**src/logic/tm3_cfg.svh**
```systemverilog
`ifndef TM3_CFG_SVH
`define TM3_CFG_SVH

// register bus geometry
`define TM3_ADDR_W 3
`define TM3_DATA_W 8

// register indexes on the plain register port
`define TM3_IDX_CTRL 3'h0
`define TM3_IDX_CNT_LO 3'h1
`define TM3_IDX_CNT_HI 3'h2
`define TM3_IDX_RLD_LO 3'h3
`define TM3_IDX_RLD_HI 3'h4

// control field positions
`define TM3_BIT_HI_FLAG 7
`define TM3_BIT_LO_FLAG 6
`define TM3_BIT_LO_IE 5
`define TM3_BIT_CAP_EN 4
`define TM3_BIT_SPLIT 3
`define TM3_BIT_RUN 2

// reset values and constants
`define TM3_CTRL_RST 8'h00
`define TM3_BYTE_RST 8'h00
`define TM3_BYTE_MAX 8'hFF
`define TM3_BYTE_ONE 8'h01
`define TM3_RD_UNMAPPED 8'h00

`endif

```
**src/logic/tm3_pkg.sv**
```systemverilog
`include "tm3_cfg.svh"

package tm3_pkg;

	typedef struct packed {
		logic high_byte_overflow_flag;
		logic low_byte_overflow_flag;
		logic low_byte_interrupt_enable;
		logic capture_mode_enable;
		logic split_mode_select;
		logic timer_run_control;
		logic [1:0] clock_select;
	} tm3_ctrl_t;

	typedef struct packed {
		logic [`TM3_ADDR_W-1:0] addr;
		logic [`TM3_DATA_W-1:0] wdata;
		logic wr;
		logic rd;
	} tm3_req_t;

endpackage : tm3_pkg

```
**src/logic/tm3_byte.sv**
```systemverilog
`timescale 1ns/1ns
`include "tm3_cfg.svh"

module tm3_byte (
	// clock and reset
	input wire logic sys_clk_i,
	input wire logic nrst_i,
	// software load
	input wire logic sw_load_i,
	input wire logic [7:0] sw_data_i,
	// counting
	input wire logic inc_i,
	input wire logic reload_i,
	input wire logic [7:0] reload_val_i,
	// state
	output logic [7:0] count_o,
	output logic roll_o
);

	logic [7:0] next_count;

	assign roll_o = inc_i & (count_o == `TM3_BYTE_MAX);

	// software write wins; a reload replaces the natural wrap to zero
	assign next_count = sw_load_i ? sw_data_i :
		(roll_o & reload_i) ? reload_val_i :
		inc_i ? 8'(count_o + `TM3_BYTE_ONE) : count_o;

	always_ff @(posedge sys_clk_i or negedge nrst_i) begin
		if (!nrst_i) begin
			count_o <= `TM3_BYTE_RST;
		end else begin
			count_o <= next_count;
		end
	end

endmodule : tm3_byte

```
**src/logic/tm3_ctrl.sv**
```systemverilog
// Operation
// the low-byte flag sets on every low byte wrap from 0xFF to 0x00.
// the low-byte flag stays set until software writes it to zero.
// the low-byte enable makes a low-byte overflow an interrupt source.
// a low overflow interrupts only with low and general enables both set.
// with capture enable set, a trigger copies the counts to the reloads.
// with split set, the timer runs as two 8-bit auto-reload counters.
// with split clear, the timer is one 16-bit auto-reload counter.
// the high-byte flag sets when the high byte wraps; software clears it.
// in split mode the run bit gates only the high byte.
// each auto-reload loads the wrapping byte from its reload value.
`timescale 1ns/1ns
`include "tm3_cfg.svh"

module tm3_ctrl (
	// clock and reset
	input wire logic sys_clk_i,
	input wire logic nrst_i,
	// register port
	input wire tm3_pkg::tm3_req_t bus_req_i,
	output logic [`TM3_DATA_W-1:0] rdata_o,
	// count sources and triggers
	input wire logic tick_low_i,
	input wire logic tick_high_i,
	input wire logic capture_trig_i,
	input wire logic timer_int_enable_i,
	// status towards the system
	output logic irq_o,
	output logic [1:0] clock_select_o,
	output logic low_roll_o,
	output logic high_roll_o
);

	function automatic logic reg_hit(
		input logic [`TM3_ADDR_W-1:0] addr,
		input logic [`TM3_ADDR_W-1:0] idx
	);
		reg_hit = (addr == idx);
	endfunction : reg_hit

	tm3_pkg::tm3_ctrl_t ctrl;
	tm3_pkg::tm3_ctrl_t next_ctrl;
	logic [7:0] reload [2];
	logic [7:0] next_reload [2];
	logic [7:0] count [2];
	logic [1:0] inc;
	logic [1:0] roll;
	logic [1:0] reload_en;
	logic [1:0] sw_load;
	logic [`TM3_DATA_W-1:0] next_rdata;
	logic next_irq;
	logic low_irq_src;
	logic next_low_roll;
	logic next_high_roll;
	logic [1:0] next_clock_select;

	// register decode
	wire logic wr_ctrl;
	wire logic wr_cnt_lo;
	wire logic wr_cnt_hi;
	wire logic wr_rld_lo;
	wire logic wr_rld_hi;
	wire logic capture;
	wire logic split;
	wire logic run;

	assign wr_ctrl = bus_req_i.wr & reg_hit(bus_req_i.addr, `TM3_IDX_CTRL);
	assign wr_cnt_lo = bus_req_i.wr
		& reg_hit(bus_req_i.addr, `TM3_IDX_CNT_LO);
	assign wr_cnt_hi = bus_req_i.wr
		& reg_hit(bus_req_i.addr, `TM3_IDX_CNT_HI);
	assign wr_rld_lo = bus_req_i.wr
		& reg_hit(bus_req_i.addr, `TM3_IDX_RLD_LO);
	assign wr_rld_hi = bus_req_i.wr
		& reg_hit(bus_req_i.addr, `TM3_IDX_RLD_HI);
	assign sw_load = {wr_cnt_hi, wr_cnt_lo};

	assign split = ctrl.split_mode_select;
	assign run = ctrl.timer_run_control;
	assign capture = capture_trig_i & ctrl.capture_mode_enable;

	// low byte: free running in split mode, gated by run otherwise
	assign inc[0] = split ? tick_low_i : (run & tick_low_i);
	// high byte: own tick in split mode, carry from low byte otherwise
	assign inc[1] = split ? (run & tick_high_i) : roll[0];

	// split mode reloads each byte on its own rollover; 16-bit mode
	// reloads both bytes only when the whole counter wraps
	assign reload_en[0] = split ? 1'b1 : roll[1];
	assign reload_en[1] = split | roll[0];

	genvar gi;
	generate
		for (gi = 0; gi < 2; gi++) begin : g_byte
			tm3_byte u_byte (
				.sys_clk_i(sys_clk_i),
				.nrst_i(nrst_i),
				.sw_load_i(sw_load[gi]),
				.sw_data_i(bus_req_i.wdata),
				.inc_i(inc[gi]),
				.reload_i(reload_en[gi]),
				.reload_val_i(reload[gi]),
				.count_o(count[gi]),
				.roll_o(roll[gi])
			);
		end
	endgenerate

	// control register: writes store every field, but a rollover in the
	// same cycle as a clearing write still leaves its flag set
	always_comb begin
		next_ctrl = ctrl;
		if (wr_ctrl) begin
			next_ctrl = tm3_pkg::tm3_ctrl_t'(bus_req_i.wdata);
		end
		if (roll[0]) begin
			next_ctrl.low_byte_overflow_flag = 1'b1;
		end
		if (roll[1] | capture) begin
			next_ctrl.high_byte_overflow_flag = 1'b1;
		end
	end

	// reload registers: a capture overrides a software write
	// capture takes the counts from before this edge's increment
	always_comb begin
		next_reload[0] = reload[0];
		next_reload[1] = reload[1];
		if (wr_rld_lo) begin
			next_reload[0] = bus_req_i.wdata;
		end
		if (wr_rld_hi) begin
			next_reload[1] = bus_req_i.wdata;
		end
		if (capture) begin
			next_reload[0] = count[0];
			next_reload[1] = count[1];
		end
	end

	// interrupt request from the flags and their enables
	assign low_irq_src = next_ctrl.low_byte_overflow_flag
		& next_ctrl.low_byte_interrupt_enable;
	assign next_irq = timer_int_enable_i
		& (next_ctrl.high_byte_overflow_flag | low_irq_src);

	// status pulses: a wrap shows for one cycle after the edge that made it
	assign next_low_roll = roll[0];
	assign next_high_roll = roll[1];
	assign next_clock_select = next_ctrl.clock_select;

	// read data, valid only in the cycle after the read strobe
	always_comb begin
		next_rdata = `TM3_RD_UNMAPPED;
		if (bus_req_i.rd) begin
			unique case (bus_req_i.addr)
				`TM3_IDX_CTRL: begin
					next_rdata = ctrl;
				end
				`TM3_IDX_CNT_LO: begin
					next_rdata = count[0];
				end
				`TM3_IDX_CNT_HI: begin
					next_rdata = count[1];
				end
				`TM3_IDX_RLD_LO: begin
					next_rdata = reload[0];
				end
				`TM3_IDX_RLD_HI: begin
					next_rdata = reload[1];
				end
				default: begin
					next_rdata = `TM3_RD_UNMAPPED;
				end
			endcase
		end
	end

	always_ff @(posedge sys_clk_i or negedge nrst_i) begin
		if (!nrst_i) begin
			ctrl <= tm3_pkg::tm3_ctrl_t'(`TM3_CTRL_RST);
		end else begin
			ctrl <= next_ctrl;
		end
	end

	always_ff @(posedge sys_clk_i or negedge nrst_i) begin
		if (!nrst_i) begin
			reload[0] <= `TM3_BYTE_RST;
			reload[1] <= `TM3_BYTE_RST;
		end else begin
			reload[0] <= next_reload[0];
			reload[1] <= next_reload[1];
		end
	end

	always_ff @(posedge sys_clk_i or negedge nrst_i) begin
		if (!nrst_i) begin
			rdata_o <= `TM3_RD_UNMAPPED;
		end else begin
			rdata_o <= next_rdata;
		end
	end

	always_ff @(posedge sys_clk_i or negedge nrst_i) begin
		if (!nrst_i) begin
			irq_o <= 1'b0;
			clock_select_o <= 2'h0;
		end else begin
			irq_o <= next_irq;
			clock_select_o <= next_clock_select;
		end
	end

	always_ff @(posedge sys_clk_i or negedge nrst_i) begin
		if (!nrst_i) begin
			low_roll_o <= 1'b0;
			high_roll_o <= 1'b0;
		end else begin
			low_roll_o <= next_low_roll;
			high_roll_o <= next_high_roll;
		end
	end

endmodule : tm3_ctrl

```
**config.mk**
```make
export PLATFORM = sky130hd
export DESIGN_NAME = tm3_ctrl
export DESIGN_NICKNAME = d
export VERILOG_FILES = /design/src/logic/tm3_pkg.sv /design/src/logic/tm3_byte.sv /design/src/logic/tm3_ctrl.sv
export VERILOG_INCLUDE_DIRS = /design/src /design/src/logic
export SDC_FILE = /design/constraint.sdc
export NUM_CORES = 1
export LEC_CHECK = 0
export BUFFER_PORTS_ARGS = -buffer_cell sky130_fd_sc_hd__buf_2
export CORE_ASPECT_RATIO = 0.8
export CORE_UTILIZATION = 55
export DETAILED_ROUTE_END_ITERATION = 16
export PLACE_DENSITY = 0.78
export SYNTH_ARGS = -nofsm -noshare
export SYNTH_HDL_FRONTEND = slang
export SYNTH_SLANG_ARGS = --single-unit
```
**constraint.sdc**
```tcl
create_clock -name sys_clk_i -period 2.65 [get_ports sys_clk_i]
set_clock_uncertainty 0.1 [all_clocks]
set_input_delay 0.1325 -clock sys_clk_i [delete_from_list [all_inputs] [get_ports sys_clk_i]]
set_output_delay 0.1325 -clock sys_clk_i [all_outputs]
set_load 0.02 [all_outputs]
```
-- Word level (Yosys, flattened, before mapping)
Cells that the tools add are included.
- bits of input ports: 19
- flip-flop bits (word level): 51
- reductions and logical operators: 5
- equality and inequality tests: 6
- bitwise logic cells: 17
- mux-type cells: 17
- $add $sub $neg: 2
- operators by type and width (kind ; number):
    8-bit 2-to-1 mux ; 10
    8-bit one-hot mux with 5 select lines ; 1
    8-bit by 1-bit adder with 8-bit output, second input constant ; 2
    8-bit == test, second input constant ; 2
    16-bit 2-to-1 mux ; 1
    1-bit bitwise AND ; 14
    3-bit by 2-bit == test with 1-bit output, second input constant ; 2
    3-bit nonzero test ; 2
    1-bit 2-to-1 mux ; 5
    2-bit nonzero test ; 2
    3-bit by 1-bit == test with 1-bit output, second input constant ; 1
    3-bit == test, second input constant ; 1
    3-bit zero test ; 1
    1-bit OR ; 3

-- Depth between registers and ports, before layout
Gate-level depths: netlist of the first run.
- word-level depth: 9
- gate-level depth with buffers: 7
- depth with buffers taken out: 6

-- Modules after synthesis
A second synthesis of the first run with hierarchy kept.
- cells, all modules: 309
- area total of the unflattened synthesis: 2910.3 µm²
- modules (own cells, without submodules) (module ; times used ; area each (µm²) ; cells an instance):
    tm3_ctrl ; 1 ; 1756.7 ; 172
    tm3_byte (g_byte[1].u_byte) ; 1 ; 581.8 ; 67
    tm3_byte (g_byte[0].u_byte) ; 1 ; 571.8 ; 70

-- Worst setup path after synthesis of the first run
Ideal clock, no wire load.
- kind: reg2reg
- from: reg g_byte[1].u_byte.count_o[1]
- to: reg g_byte[0].u_byte.count_o[2]
- data required time: 2421 ps
- slack: 745 ps
- stages on the path, launching flop included: 8
- arrival time: 1675 ps
- library setup time: 129 ps
- cell sequence: dfrtp_1 -> ha_1 -> clkbuf_1 -> and3_1 -> a21o_1 -> buf_2 -> a311oi_1 -> nor3_1
- cells in the longest elaborated chain, start to end: 6
- RTL lines (what ; line ; text):
    start: declaration ; tm3_byte.sv:16 ; output logic [7:0] count_o,
    start signal: assignment ; tm3_byte.sv:31 ; count_o <= `TM3_BYTE_RST;
    start signal: assignment ; tm3_byte.sv:33 ; count_o <= next_count;
    8-bit == test (no line) * ; -- ;
    1-bit bitwise AND * ; tm3_byte.sv:22 ; assign roll_o = inc_i & (count_o == `TM3_BYTE_MAX);
    1-bit 2-to-1 mux * ; tm3_ctrl.sv:89 ; assign reload_en[0] = split ? 1'b1 : roll[1];
    1-bit bitwise AND * ; tm3_byte.sv:26 ; (roll_o & reload_i) ? reload_val_i :
    8-bit 2-to-1 mux ; tm3_byte.sv:26 ;
    8-bit 2-to-1 mux ; tm3_byte.sv:25 ; assign next_count = sw_load_i ? sw_data_i :
    end signal: assignment ; tm3_byte.sv:31 ;
    end signal: assignment ; tm3_byte.sv:33 ;
    end: declaration ; tm3_byte.sv:16 ;
Mark *: on every way between the ends. The rest lies on a longest branch, timed or not.
A chain may end at the register's enable or synchronous reset.

-- Final worst setup path of the first run
- from: reg g_byte[1].u_byte.count_o[0]
- to: reg g_byte[0].u_byte.count_o[5]
Same word-level chain as after synthesis.

==> results.sh, run 1 <==
export IMPL_site_row_count=23
export IMPL_grt_pass1_vias=2364
export IMPL_report_final_slew_viol_count=0
export IMPL_clk_insertion_delay_late_ns=0.31
export IMPL_initial_standard_cell_utilization_of_the_core_pct=59.1
export IMPL_postSynthNetCount=341
export IMPL_netlist_area_um2=3060
export IMPL_timing_critical_path_fanout_max=10
export IMPL_antenna_cells_inserted=0
export IMPL_route_detailed_vias_per_inst=6.54
export IMPL_max_vdd_ir_drop_uv=521
export IMPL_clock_path_buffers=2
export IMPL_ys_warn_count=0
export IMPL_cts_root_buffer_cell="sky130_fd_sc_hd__clkbuf_8"
export IMPL_clkSinkCount=51
export IMPL_timing_final_crit_period_ns=2.18
export IMPL_cts_setup_buffers=0
export IMPL_synth_top_area_share_pct=41.7
export IMPL_number_of_drc_markers_after_the_initial_detailed_route_iteration=219
export IMPL_period_share_pct=82.4
export IMPL_sw_frac_of_total_pct=41.0
export IMPL_track_usage_pct=29.1
export IMPL_hold_violations=0
export IMPL_area_overhead_vs_synth_pct=8.33
export IMPL_timing_max_slew_rel_slack_pct=26.5
export IMPL_layout_drive_gt1_share_pct=17.5
export IMPL_groute_layer_met3_usage_pct=4.29
export IMPL_power_share_combinational_pct=33.2
export IMPL_port_buffers=31
export IMPL_grt_pass1_wl_um=12600
export IMPL_detail_route_wl_per_cell_um=19.8
export IMPL_grt_most_used_layer="met1"
export IMPL_gr_total_overflow=0
export IMPL_synth_sequential_area_ratio_pct=41.7
export IMPL_vertical_die_dimension_um=68.7
export IMPL_groute_layer_met2_usage_pct=43.1
export IMPL_end_kind="flip-flop"
export IMPL_highest_achievable_clock_rate_mhz=458
export IMPL_io_pin_count=32
export IMPL_fp_dieW_um=85.4
export IMPL_worst_hold_startpoint="bus_req_i[5]"
export IMPL_timing_setup_tns_ns=0
export IMPL_yosys_register_bits=51
export IMPL_yosys_top_cells_area="sky130_fd_sc_hd__dfrtp_1, sky130_fd_sc_hd__mux2i_1, sky130_fd_sc_hd__a21oi_1"
export IMPL_setup_worst_path_start="g_byte[1].u_byte.count_o[0]"
export IMPL_nets=364
export IMPL_power_density_cell_area_nw_per_um2=843
export IMPL_finalWirelength_um=8000
export IMPL_gpl_final_weighted_congestion=0.925
export IMPL_postSynthAreaPerCell_um2=9.57
export IMPL_cts_buffers=5
export IMPL_power_report_internal_total_w=0.00165
export IMPL_dr_drc_count=0
export IMPL_most_area_hungry_cell_type_in_the_yosys_netlist="sky130_fd_sc_hd__dfrtp_1"
export IMPL_worstSetupPathType="reg2reg"
export IMPL_required_ns=2.76
export IMPL_placed_cells_incl_taps=395
export IMPL_final_antenna_net_count=0
export IMPL_cellLeakagePower_nw=1.44
export IMPL_hpwl_um=5540
export IMPL_cts_tree="done"
export IMPL_power_clock_fraction_pct=15.2
export IMPL_die_area_um2=5870
export IMPL_start_kind="flip-flop"
export IMPL_status="finished clean"
export IMPL_via_total_after_detailed_routing=2643
export IMPL_max_cap_viol_count=0
export IMPL_syn_inst=320
export IMPL_final_fill_count=425
export IMPL_hold_path_class="in2reg"
export IMPL_setup_viol_count_final=0
export IMPL_tightestPinTransition_ns=1.10
export IMPL_unrepaired_setup_endpoints_after_global_routing="no"
export IMPL_grt_start_max_net_pins=36
export IMPL_critPathArrivalTime_ns=2.29
export IMPL_sequentialPowerShare_pct=51.6
export IMPL_number_of_distinct_library_cells_after_synthesis=61
export IMPL_most_frequently_used_flop_master_after_synthesis="sky130_fd_sc_hd__dfrtp_1"
export IMPL_grt_met1_usage_pct=44.0
export IMPL_fin_cells=404
export IMPL_coreArea_um2=5180
export IMPL_detail_route_first_pass_iterations=6
export IMPL_ys_async_rst_share_pct=100
export IMPL_clk_transition_reported_paths_ns=0.09
export IMPL_synth_edff_count=0
export IMPL_timing_rr_start="g_byte[1].u_byte.count_o[0]"
export IMPL_grt_antenna_before_repair=0
export IMPL_net_sw_power_w=0.00115
export IMPL_htree_levels=2
==> cells in the final DEF (no fill, tap or decap), types with 4 or more instances in the layout <==
master | synthesis | final
sky130_fd_sc_hd__clkbuf_8 | 0 | 5
sky130_fd_sc_hd__dfrtp_1 | 51 | 51
sky130_fd_sc_hd__o21ai_0 | 25 | 25
sky130_fd_sc_hd__buf_4 | 3 | 9
sky130_fd_sc_hd__a31oi_1 | 4 | 4
sky130_fd_sc_hd__nor3_1 | 11 | 11
sky130_fd_sc_hd__a311oi_1 | 4 | 4
sky130_fd_sc_hd__buf_2 | 8 | 31
sky130_fd_sc_hd__a211oi_1 | 4 | 4
sky130_fd_sc_hd__o21a_1 | 5 | 5
sky130_fd_sc_hd__a21oi_1 | 26 | 26
sky130_fd_sc_hd__nand4_1 | 4 | 4
sky130_fd_sc_hd__nand3_1 | 11 | 11
sky130_fd_sc_hd__a22oi_1 | 7 | 7
sky130_fd_sc_hd__mux2i_1 | 28 | 28
sky130_fd_sc_hd__mux2_2 | 6 | 6
sky130_fd_sc_hd__nand2_1 | 28 | 28
sky130_fd_sc_hd__nor2_1 | 16 | 16
sky130_fd_sc_hd__and3_1 | 6 | 6
==> what timing repair did <==
item,in CTS,in global routing
gates resized for setup,0,0
hold buffers,3,0
hold endpoints to repair,35,0
==> metrics by stage <==
step | setup WS (ns) | util, % | cell area [um2] | total power [W] | hold WS [ns]
after global routing | 0.363 | 64.1 | 3320 | 0.00296 | 0.0192
after CTS | 0.536 | 64.1 | 3320 | 0.00278 | 0.0184
final | 0.466 | 64.1 | 3320 | 0.00280 | 0.0295
after floorplan | 0.745 | - | 3060 | 0.00208 | -0.263
after detailed placement | 0.553 | 62.1 | 3220 | 0.00235 | 0.166
after global placement | 0.654 | 62.1 | 3220 | 0.00230 | 0.160
==> power by group through the flow <==
stage / clock network, W / registers [W] / logic (W)
after CTS: 0.000428 / 0.00143 / 0.000923
after global placement: 0 / 0.00142 / 0.000887
final: 0.000424 / 0.00144 / 0.000929
after floorplan: 0 / 0.00123 / 0.000844
after detailed placement: 0 / 0.00144 / 0.000912
after global routing: 0.000457 / 0.00148 / 0.00102
==> routing by layer <==
metal	part of all wire [%]	wire length, um
met2	42	3390
met3	9.2	732
met1	47	3780
met5	0	0
met4	1.2	98
==> cell families after synthesis <==
logic type	count (synthesis)	share of synthesized area (%)
flip-flops	51	41.7
adder cells (fa/ha/maj)	2	0.817
multiplexers	36	12.6
buffers and inverters	30	5.60
XOR/XNOR	4	1.14
AO/OA/AOI/OAI	97	20.1
AND/OR/NAND/NOR	100	18.1
==> synth_stat cells (all sizes together) (2+ instances only) <==
master	count
buf	14
nor4b	2
a21boi	4
nand2	28
o21ai	28
a31oi	4
o31ai	4
nand3b	2
a21oi	26
a41o	2
a22oi	7
or3	2
inv	2
a211oi	4
a21o	2
nor3b	2
nand3	12
dfrtp	51
nor4bb	2
mux2i	28
o21a	5
a311oi	4
nand2b	2
nand4	5
and3	6
mux2	7
clkbuf	13
nor3	11
nor2	16
xnor2	3
ha	2
and2	4
==> registers in the layout, indices dropped and copies added (netlist names) <==
| register | count |
|---|---|
| g_byte.u_byte.count_o | 16 |
| reload | 16 |
| rdata_o | 8 |
| ctrl | 4 |
| clock_select_o | 2 |
| high_roll_o | 1 |
| irq_o | 1 |
| low_roll_o | 1 |
| run | 1 |
| split | 1 |
==> final timing paths <==
check	to	slack [ns]	cells past startpoint
max in group asynchronous	g_byte[1].u_byte.count_o[0]	1.47	3
max	g_byte[0].u_byte.count_o[5]	0.47	5
max reg2reg	g_byte[0].u_byte.count_o[5]	0.47	5
min in group asynchronous	reload[12]	0.34	2
min	g_byte[0].u_byte.count_o[3]	0.03	3
min reg2reg	clock_select_o[0]	0.45	1
==> area by class of cell <==
class / count / area, um2 / share of cell area [%]
clock buffer: 6 / 72.6 / 2.19
sequential: 51 / 1280 / 38.5
timing repair buffer: 43 / 253 / 7.62
multi-input combinational: 239 / 1620 / 48.7
inverter: 3 / 23.8 / 0.716
tap: 62 / 77.6 / 2.34
==> critical path, stage by stage (launching register included) <==
cell	delay, ns
sky130_fd_sc_hd__dfrtp_1	0.52
sky130_fd_sc_hd__ha_1	0.42
sky130_fd_sc_hd__and3_1	0.31
sky130_fd_sc_hd__a21o_1	0.33
sky130_fd_sc_hd__a211oi_1	0.13
sky130_fd_sc_hd__o311ai_1	0.27
(Power assumes the default switching activity.)
==> run 2: changes to the inputs <==
--- a/config.mk
+++ b/config.mk
@@ -8,9 +8,9 @@
 export LEC_CHECK = 0
 export BUFFER_PORTS_ARGS = -buffer_cell sky130_fd_sc_hd__buf_2
 export CORE_ASPECT_RATIO = 0.8
-export CORE_UTILIZATION = 55
+export CORE_UTILIZATION = 53
 export DETAILED_ROUTE_END_ITERATION = 16
-export PLACE_DENSITY = 0.78
+export PLACE_DENSITY = 0.79
 export SYNTH_ARGS = -nofsm -noshare
 export SYNTH_HDL_FRONTEND = slang
 export SYNTH_SLANG_ARGS = --single-unit
==> constraint.sdc (replaced) <==
create_clock -name sys_clk_i -period 1.91 [get_ports sys_clk_i]
set_clock_uncertainty 0.1 [all_clocks]
set_input_delay 0.0955 -clock sys_clk_i [delete_from_list [all_inputs] [get_ports sys_clk_i]]
set_output_delay 0.0955 -clock sys_clk_i [all_outputs]
set_load 0.02 [all_outputs]
==> results.sh, run 2 (synthesis results as in run 1) <==
export IMPL_status="finished clean"
export IMPL_finalWirelength_um=8380
export IMPL_report_final_slew_viol_count=0
export IMPL_end_kind="flip-flop"
export IMPL_grt_pass1_vias=2615
export IMPL_max_vdd_ir_drop_uv=603
export IMPL_max_cap_viol_count=0
export IMPL_design_power_total_w=0.00429
export IMPL_timing_rr_start="g_byte[0].u_byte.count_o[1]"
export IMPL_gr_total_overflow=0
export IMPL_placedInstanceArea_um2=3440
export IMPL_via_total_after_detailed_routing=2760
export IMPL_required_ns=2.01
export IMPL_clkSinkCount=51
export IMPL_dr_drc_count=0
export IMPL_fp_dieW_um=87.0
export IMPL_hold_violations=0
export IMPL_rrSetupSlack_ns=0.11
export IMPL_power_density_cell_area_nw_per_um2=1190
export IMPL_clock_path_buffers=2
export IMPL_timing_critical_path_fanout_max=9
export IMPL_detail_route_wl_per_cell_um=18.6
export IMPL_track_usage_pct=30.0
export IMPL_cellLeakagePower_nw=1.59
export IMPL_io_pin_count=32
export IMPL_hold_path_class="in2reg"
export IMPL_grt_start_max_net_pins=52
export IMPL_nets=393
export IMPL_clk_transition_reported_paths_ns=0.09
export IMPL_cts_root_buffer_cell="sky130_fd_sc_hd__clkbuf_8"
export IMPL_gpl_final_weighted_congestion=0.973
export IMPL_fin_cells=450
export IMPL_cts_tree="done"
export IMPL_multi_input_area_um2=1630
export IMPL_worst_hold_startpoint="bus_req_i[6]"
export IMPL_site_row_count=24
export IMPL_post_route_utilization_pct=65.9
export IMPL_placed_cells_incl_taps=436
export IMPL_tightestPinTransition_ns=0.641
export IMPL_worstSetupPathType="reg2reg"
export IMPL_final_fill_count=435
export IMPL_finalInstanceArea_um2=3620
export IMPL_hold_end="g_byte[1].u_byte.count_o[4]"
export IMPL_timing_final_crit_period_ns=1.80
export IMPL_final_antenna_net_count=0
export IMPL_timing_reg2reg_worst_path_depth=6
export IMPL_unrepaired_setup_endpoints_after_global_routing="no"
export IMPL_coreArea_um2=5500
export IMPL_grt_pass1_wl_um=13600
export IMPL_rr_endpoint="g_byte[0].u_byte.count_o[4]"
export IMPL_layout_drive_gt1_share_pct=24.2
export IMPL_setup_viol_count_final=0
export IMPL_initial_standard_cell_utilization_of_the_core_pct=55.7
export IMPL_antenna_cells_inserted=0
export IMPL_area_overhead_vs_synth_pct=18.3
export IMPL_timing_setup_tns_ns=0
export IMPL_period_share_pct=94.5
export IMPL_hpwl_um=6000
export IMPL_port_buffers=31
export IMPL_timing_max_slew_rel_slack_pct=57.3
export IMPL_route_detailed_vias_per_inst=6.13
export IMPL_storage_cell_area_um2=1280
export IMPL_layout_commonest_cell="sky130_fd_sc_hd__dfrtp_1"
export IMPL_die_area_um2=6090
export IMPL_start_kind="flip-flop"
export IMPL_final_cell_mix="sky130_fd_sc_hd__dfrtp_1, sky130_fd_sc_hd__buf_4, sky130_fd_sc_hd__buf_2"
export IMPL_registers_with_the_highest_flip_flop_counts="g_byte.u_byte.count_o (16), reload (16), rdata_o (8)"
export IMPL_htree_levels=2
export IMPL_grt_antenna_before_repair=0
export IMPL_number_of_drc_markers_after_the_initial_detailed_route_iteration=348
export IMPL_highest_achievable_clock_rate_mhz=554
export IMPL_critPathArrivalTime_ns=1.91
export IMPL_hold_path_depth=3
export IMPL_detail_route_first_pass_iterations=5
export IMPL_clk_insertion_delay_late_ns=0.31
export IMPL_vertical_die_dimension_um=70.0
export IMPL_cts_buffers=5
## run 2: changes by cell type in the layout (fill, tap and decap cells not counted)
cell                            change
sky130_fd_sc_hd__buf_4             +24
sky130_fd_sc_hd__dlygate4sd3_1      +4
sky130_fd_sc_hd__a21oi_1            -1
sky130_fd_sc_hd__a21oi_2            +1
sky130_fd_sc_hd__buf_12             +1
sky130_fd_sc_hd__bufinv_16          +1
sky130_fd_sc_hd__ha_1               -1
sky130_fd_sc_hd__ha_2               +1
sky130_fd_sc_hd__nor2_1             -1
sky130_fd_sc_hd__nor2_2             +1
sky130_fd_sc_hd__or3_1              -1
sky130_fd_sc_hd__or3_4              +1
## run 2: worst max path at each step
stage | from | end | depth (start not counted)
finish | g_byte[0].u_byte.count_o[1] | g_byte[0].u_byte.count_o[4] | 6
global route | g_byte[1].u_byte.count_o[0] | g_byte[0].u_byte.count_o[6] | 5
CTS | g_byte[0].u_byte.count_o[1] | g_byte[0].u_byte.count_o[4] | 6
detailed placement | g_byte[0].u_byte.count_o[1] | g_byte[0].u_byte.count_o[4] | 6
global placement | g_byte[0].u_byte.count_o[1] | g_byte[0].u_byte.count_o[4] | 6
floorplan | g_byte[1].u_byte.count_o[1] | g_byte[0].u_byte.count_o[2] | 7
## run 2: final cells by class
| type | count | share of cell area [%] |
|---|---|---|
| clock buffers | 6 | 2.00 |
| flip-flops and latches | 51 | 35.2 |
| well taps | 78 | 2.69 |
| clock inverters | 1 | 0.829 |
| multi-input cells | 239 | 45.0 |
| repair buffers | 72 | 13.6 |
| inverters | 3 | 0.656 |
## run 2: timing repair
action                     CTS  global route
gates resized for setup      2             2
pin swaps                    0             1
hold buffers                 7             0
gates cloned                 0             0
setup endpoints to repair    2             3
setup buffers                0             0
hold endpoints to repair    58             0
## run 2: critical path, stage by stage, from the launching register on
cell and delay (ns):
sky130_fd_sc_hd__dfrtp_1 0.39, sky130_fd_sc_hd__ha_2 0.23, sky130_fd_sc_hd__nand3_4 0.10, sky130_fd_sc_hd__or3_4 0.45
sky130_fd_sc_hd__clkinv_8 0.09, sky130_fd_sc_hd__a311oi_1 0.08, sky130_fd_sc_hd__a311oi_1 0.26
## run 2: report_power, final
part	internal (W)	switching, W	leakage (nW)
sequential	0.00144	0.000387	0.631
combinational	0.000801	0.000922	0.910
clock	0.000384	0.000354	0.0513
## run 2: through the flow
stage | setup WS, ns | hold slack (ns)
2_1_floorplan | 0.00519 | -0.300
4_1_cts | 0.0542 | 0.00241
3_3_place_gp | 0.0878 | 0.149
3_5_place_dp | -0.0323 | 0.155
6_report | 0.106 | 0.00431
5_1_grt | 0.0106 | 0.00106
## run 2: layer usage
metal / routed length, um / GRT usage (%) / part of all wire, % / vias to the layer above
li1: - / - / - / 1284
met1: 3830 / 45.7 / 46 / 1308
met2: 3640 / 42.5 / 43 / 150
met3: 749 / 6.03 / 8.9 / 18
met4: 162 / 9.44 / 1.9 / 0
met5: 0 / 0 / 0 / -
==> run 3: changes to the inputs <==
--- a/config.mk
+++ b/config.mk
@@ -10,7 +10,7 @@
 export CORE_ASPECT_RATIO = 0.8
 export CORE_UTILIZATION = 53
 export DETAILED_ROUTE_END_ITERATION = 16
-export PLACE_DENSITY = 0.79
+export PLACE_DENSITY_LB_ADDON = 0.05
 export SYNTH_ARGS = -nofsm -noshare
 export SYNTH_HDL_FRONTEND = slang
 export SYNTH_SLANG_ARGS = --single-unit
==> results.sh, run 3 (synthesis results as in run 1) <==
export IMPL_htree_levels=2
export IMPL_rrSetupSlack_ns=0.08
export IMPL_max_vdd_ir_drop_uv=628
export IMPL_unrepaired_setup_endpoints_after_global_routing="yes"
export IMPL_fin_cells=450
export IMPL_timing_critical_path_fanout_max=9
export IMPL_worst_hold_slack_ns=-0.00193
export IMPL_rr_endpoint="g_byte[0].u_byte.count_o[5]"
export IMPL_final_antenna_net_count=0
export IMPL_timing_reg2reg_worst_path_depth=5
export IMPL_multi_input_area_um2=1630
export IMPL_start_kind="flip-flop"
export IMPL_port_buffers=31
export IMPL_clk_transition_reported_paths_ns=0.10
export IMPL_cts_buffers=5
export IMPL_worst_hold_startpoint="bus_req_i[2]"
export IMPL_clock_path_buffers=2
export IMPL_final_fill_count=461
export IMPL_route_detailed_vias_per_inst=6.08
export IMPL_cts_tree="done"
export IMPL_antenna_cells_inserted=0
export IMPL_timing_rr_start="g_byte[1].u_byte.count_o[0]"
export IMPL_period_share_pct=95.6
export IMPL_finalWirelength_um=8680
export IMPL_site_row_count=24
export IMPL_initial_standard_cell_utilization_of_the_core_pct=55.7
export IMPL_violations_in_the_final_reports="hold timing"
export IMPL_number_of_drc_markers_after_the_initial_detailed_route_iteration=202
export IMPL_io_pin_count=32
export IMPL_hold_path_depth=2
export IMPL_status="finished, violations left"
export IMPL_via_total_after_detailed_routing=2734
export IMPL_cts_setup_buffers=0
export IMPL_power_density_cell_area_nw_per_um2=1200
export IMPL_layout_drive_gt1_share_pct=24.7
export IMPL_critPathArrivalTime_ns=1.90
export IMPL_tightestPinTransition_ns=0.556
export IMPL_hold_violations=1
export IMPL_layout_commonest_cell="sky130_fd_sc_hd__dfrtp_1"
export IMPL_clkSinkCount=51
export IMPL_clk_insertion_delay_late_ns=0.30
export IMPL_hold_path_class="in2reg"
export IMPL_area_overhead_vs_synth_pct=17.5
export IMPL_storage_cell_area_um2=1280
export IMPL_cellLeakagePower_nw=1.59
export IMPL_cts_root_buffer_cell="sky130_fd_sc_hd__clkbuf_8"
export IMPL_timing_max_slew_rel_slack_pct=62.9
export IMPL_end_kind="flip-flop"
export IMPL_registers_with_the_highest_flip_flop_counts="g_byte.u_byte.count_o (16), reload (16), rdata_o (8)"
export IMPL_timing_final_crit_period_ns=1.83
export IMPL_worstSetupPathType="reg2reg"
export IMPL_die_area_um2=6090
export IMPL_placed_cells_incl_taps=439
export IMPL_hpwl_um=6340
export IMPL_coreArea_um2=5500
export IMPL_hold_end="clock_select_o[0]"
export IMPL_nets=393
export IMPL_design_power_total_w=0.00434
export IMPL_dr_drc_count=0
export IMPL_placedInstanceArea_um2=3450
export IMPL_detail_route_wl_per_cell_um=19.3
export IMPL_max_cap_viol_count=0
export IMPL_grt_start_max_net_pins=23
export IMPL_highest_achievable_clock_rate_mhz=548
export IMPL_fp_dieW_um=87.0
export IMPL_gpl_final_weighted_congestion=0.881
export IMPL_grt_pass1_wl_um=13800
export IMPL_track_usage_pct=30.7
export IMPL_final_critical_path_setup_slack_ns=0.0839
export IMPL_detail_route_first_pass_iterations=5
export IMPL_setup_viol_count_final=0
export IMPL_finalInstanceArea_um2=3600
export IMPL_detailedPlace_worstSlack_ns=-0.00497
export IMPL_final_cell_mix="sky130_fd_sc_hd__dfrtp_1, sky130_fd_sc_hd__buf_4, sky130_fd_sc_hd__buf_2"
export IMPL_grt_pass1_vias=2615
export IMPL_grt_antenna_before_repair=0
export IMPL_gr_total_overflow=0
export IMPL_report_final_slew_viol_count=0
export IMPL_vertical_die_dimension_um=70.0
export IMPL_required_ns=1.98
==> run 3: changes by cell type in the layout (fill, tap and decap cells not counted), sizes merged <==
cell | previous run | this run
buf | 65 | 68
dlygate4sd3 | 7 | 4
==> run 3: where the power goes <==
group / total (W) / switching (W) / internal [W]
Sequential: 0.00181 / 0.000367 / 0.00144
Combinational: 0.00178 / 0.000961 / 0.000819
Clock: 0.000745 / 0.000360 / 0.000385
==> run 3: metal layers <==
| layer | up-vias | GRT usage (%) | routed length, um |
|---|---|---|---|
| met2 | 105 | 45.9 | 3820 |
| met1 | 1333 | 46.9 | 4240 |
| met3 | 10 | 4.96 | 541 |
| met4 | 0 | 6.11 | 69 |
| met5 | - | 0 | 0 |
| li1 | 1286 | - | - |
==> run 3: timing repair <==
item / in CTS / in global routing
pin swaps: 0 / 1
endpoints found under the setup margin: 3 / 2
endpoints found under the hold margin: 23 / 0
hold buffers: 4 / 0
gates resized for setup: 1 / 2
==> run 3: layout make-up <==
cell class                      count  area share, %
Clock inverter                      1          0.834
Tap cell                           78           2.71
Inverter                            3          0.660
Timing Repair Buffer               72           13.1
Multi-Input combinational cell    239           45.2
Sequential cell                    51           35.5
Clock buffer                        6           2.02
==> run 3: worst max-delay path by stage <==
stage / start / endpoint / slack, ns
global route: g_byte[1].u_byte.count_o[5] / g_byte[0].u_byte.count_o[2] / -0.01
CTS: g_byte[1].u_byte.count_o[0] / g_byte[0].u_byte.count_o[5] / 0.07
global placement: g_byte[0].u_byte.count_o[0] / g_byte[0].u_byte.count_o[4] / 0.09
detailed placement: g_byte[0].u_byte.count_o[1] / g_byte[0].u_byte.count_o[2] / -0.005
finish: g_byte[1].u_byte.count_o[0] / g_byte[0].u_byte.count_o[5] / 0.08
floorplan: g_byte[1].u_byte.count_o[1] / g_byte[0].u_byte.count_o[2] / 0.005
==> run 3: critical path, cell delays in order (launching register included) <==
cell and delay [ns]:
sky130_fd_sc_hd__dfrtp_1 0.39, sky130_fd_sc_hd__ha_1 0.21, sky130_fd_sc_hd__and3_1 0.24, sky130_fd_sc_hd__a21o_1 0.31
sky130_fd_sc_hd__a211oi_1 0.32, sky130_fd_sc_hd__o311ai_1 0.12
==> run 3: per-stage QoR <==
step	util (%)	hold WS, ns	TNS [ns]
after floorplan	-	-0.300	0
after global placement	62.7	-0.00285	0
after global routing	65.5	0.00517	-0.0184
after CTS	65.4	0.000218	0
final	65.5	-0.00193	0
after detailed placement	62.7	0.0113	-0.00497
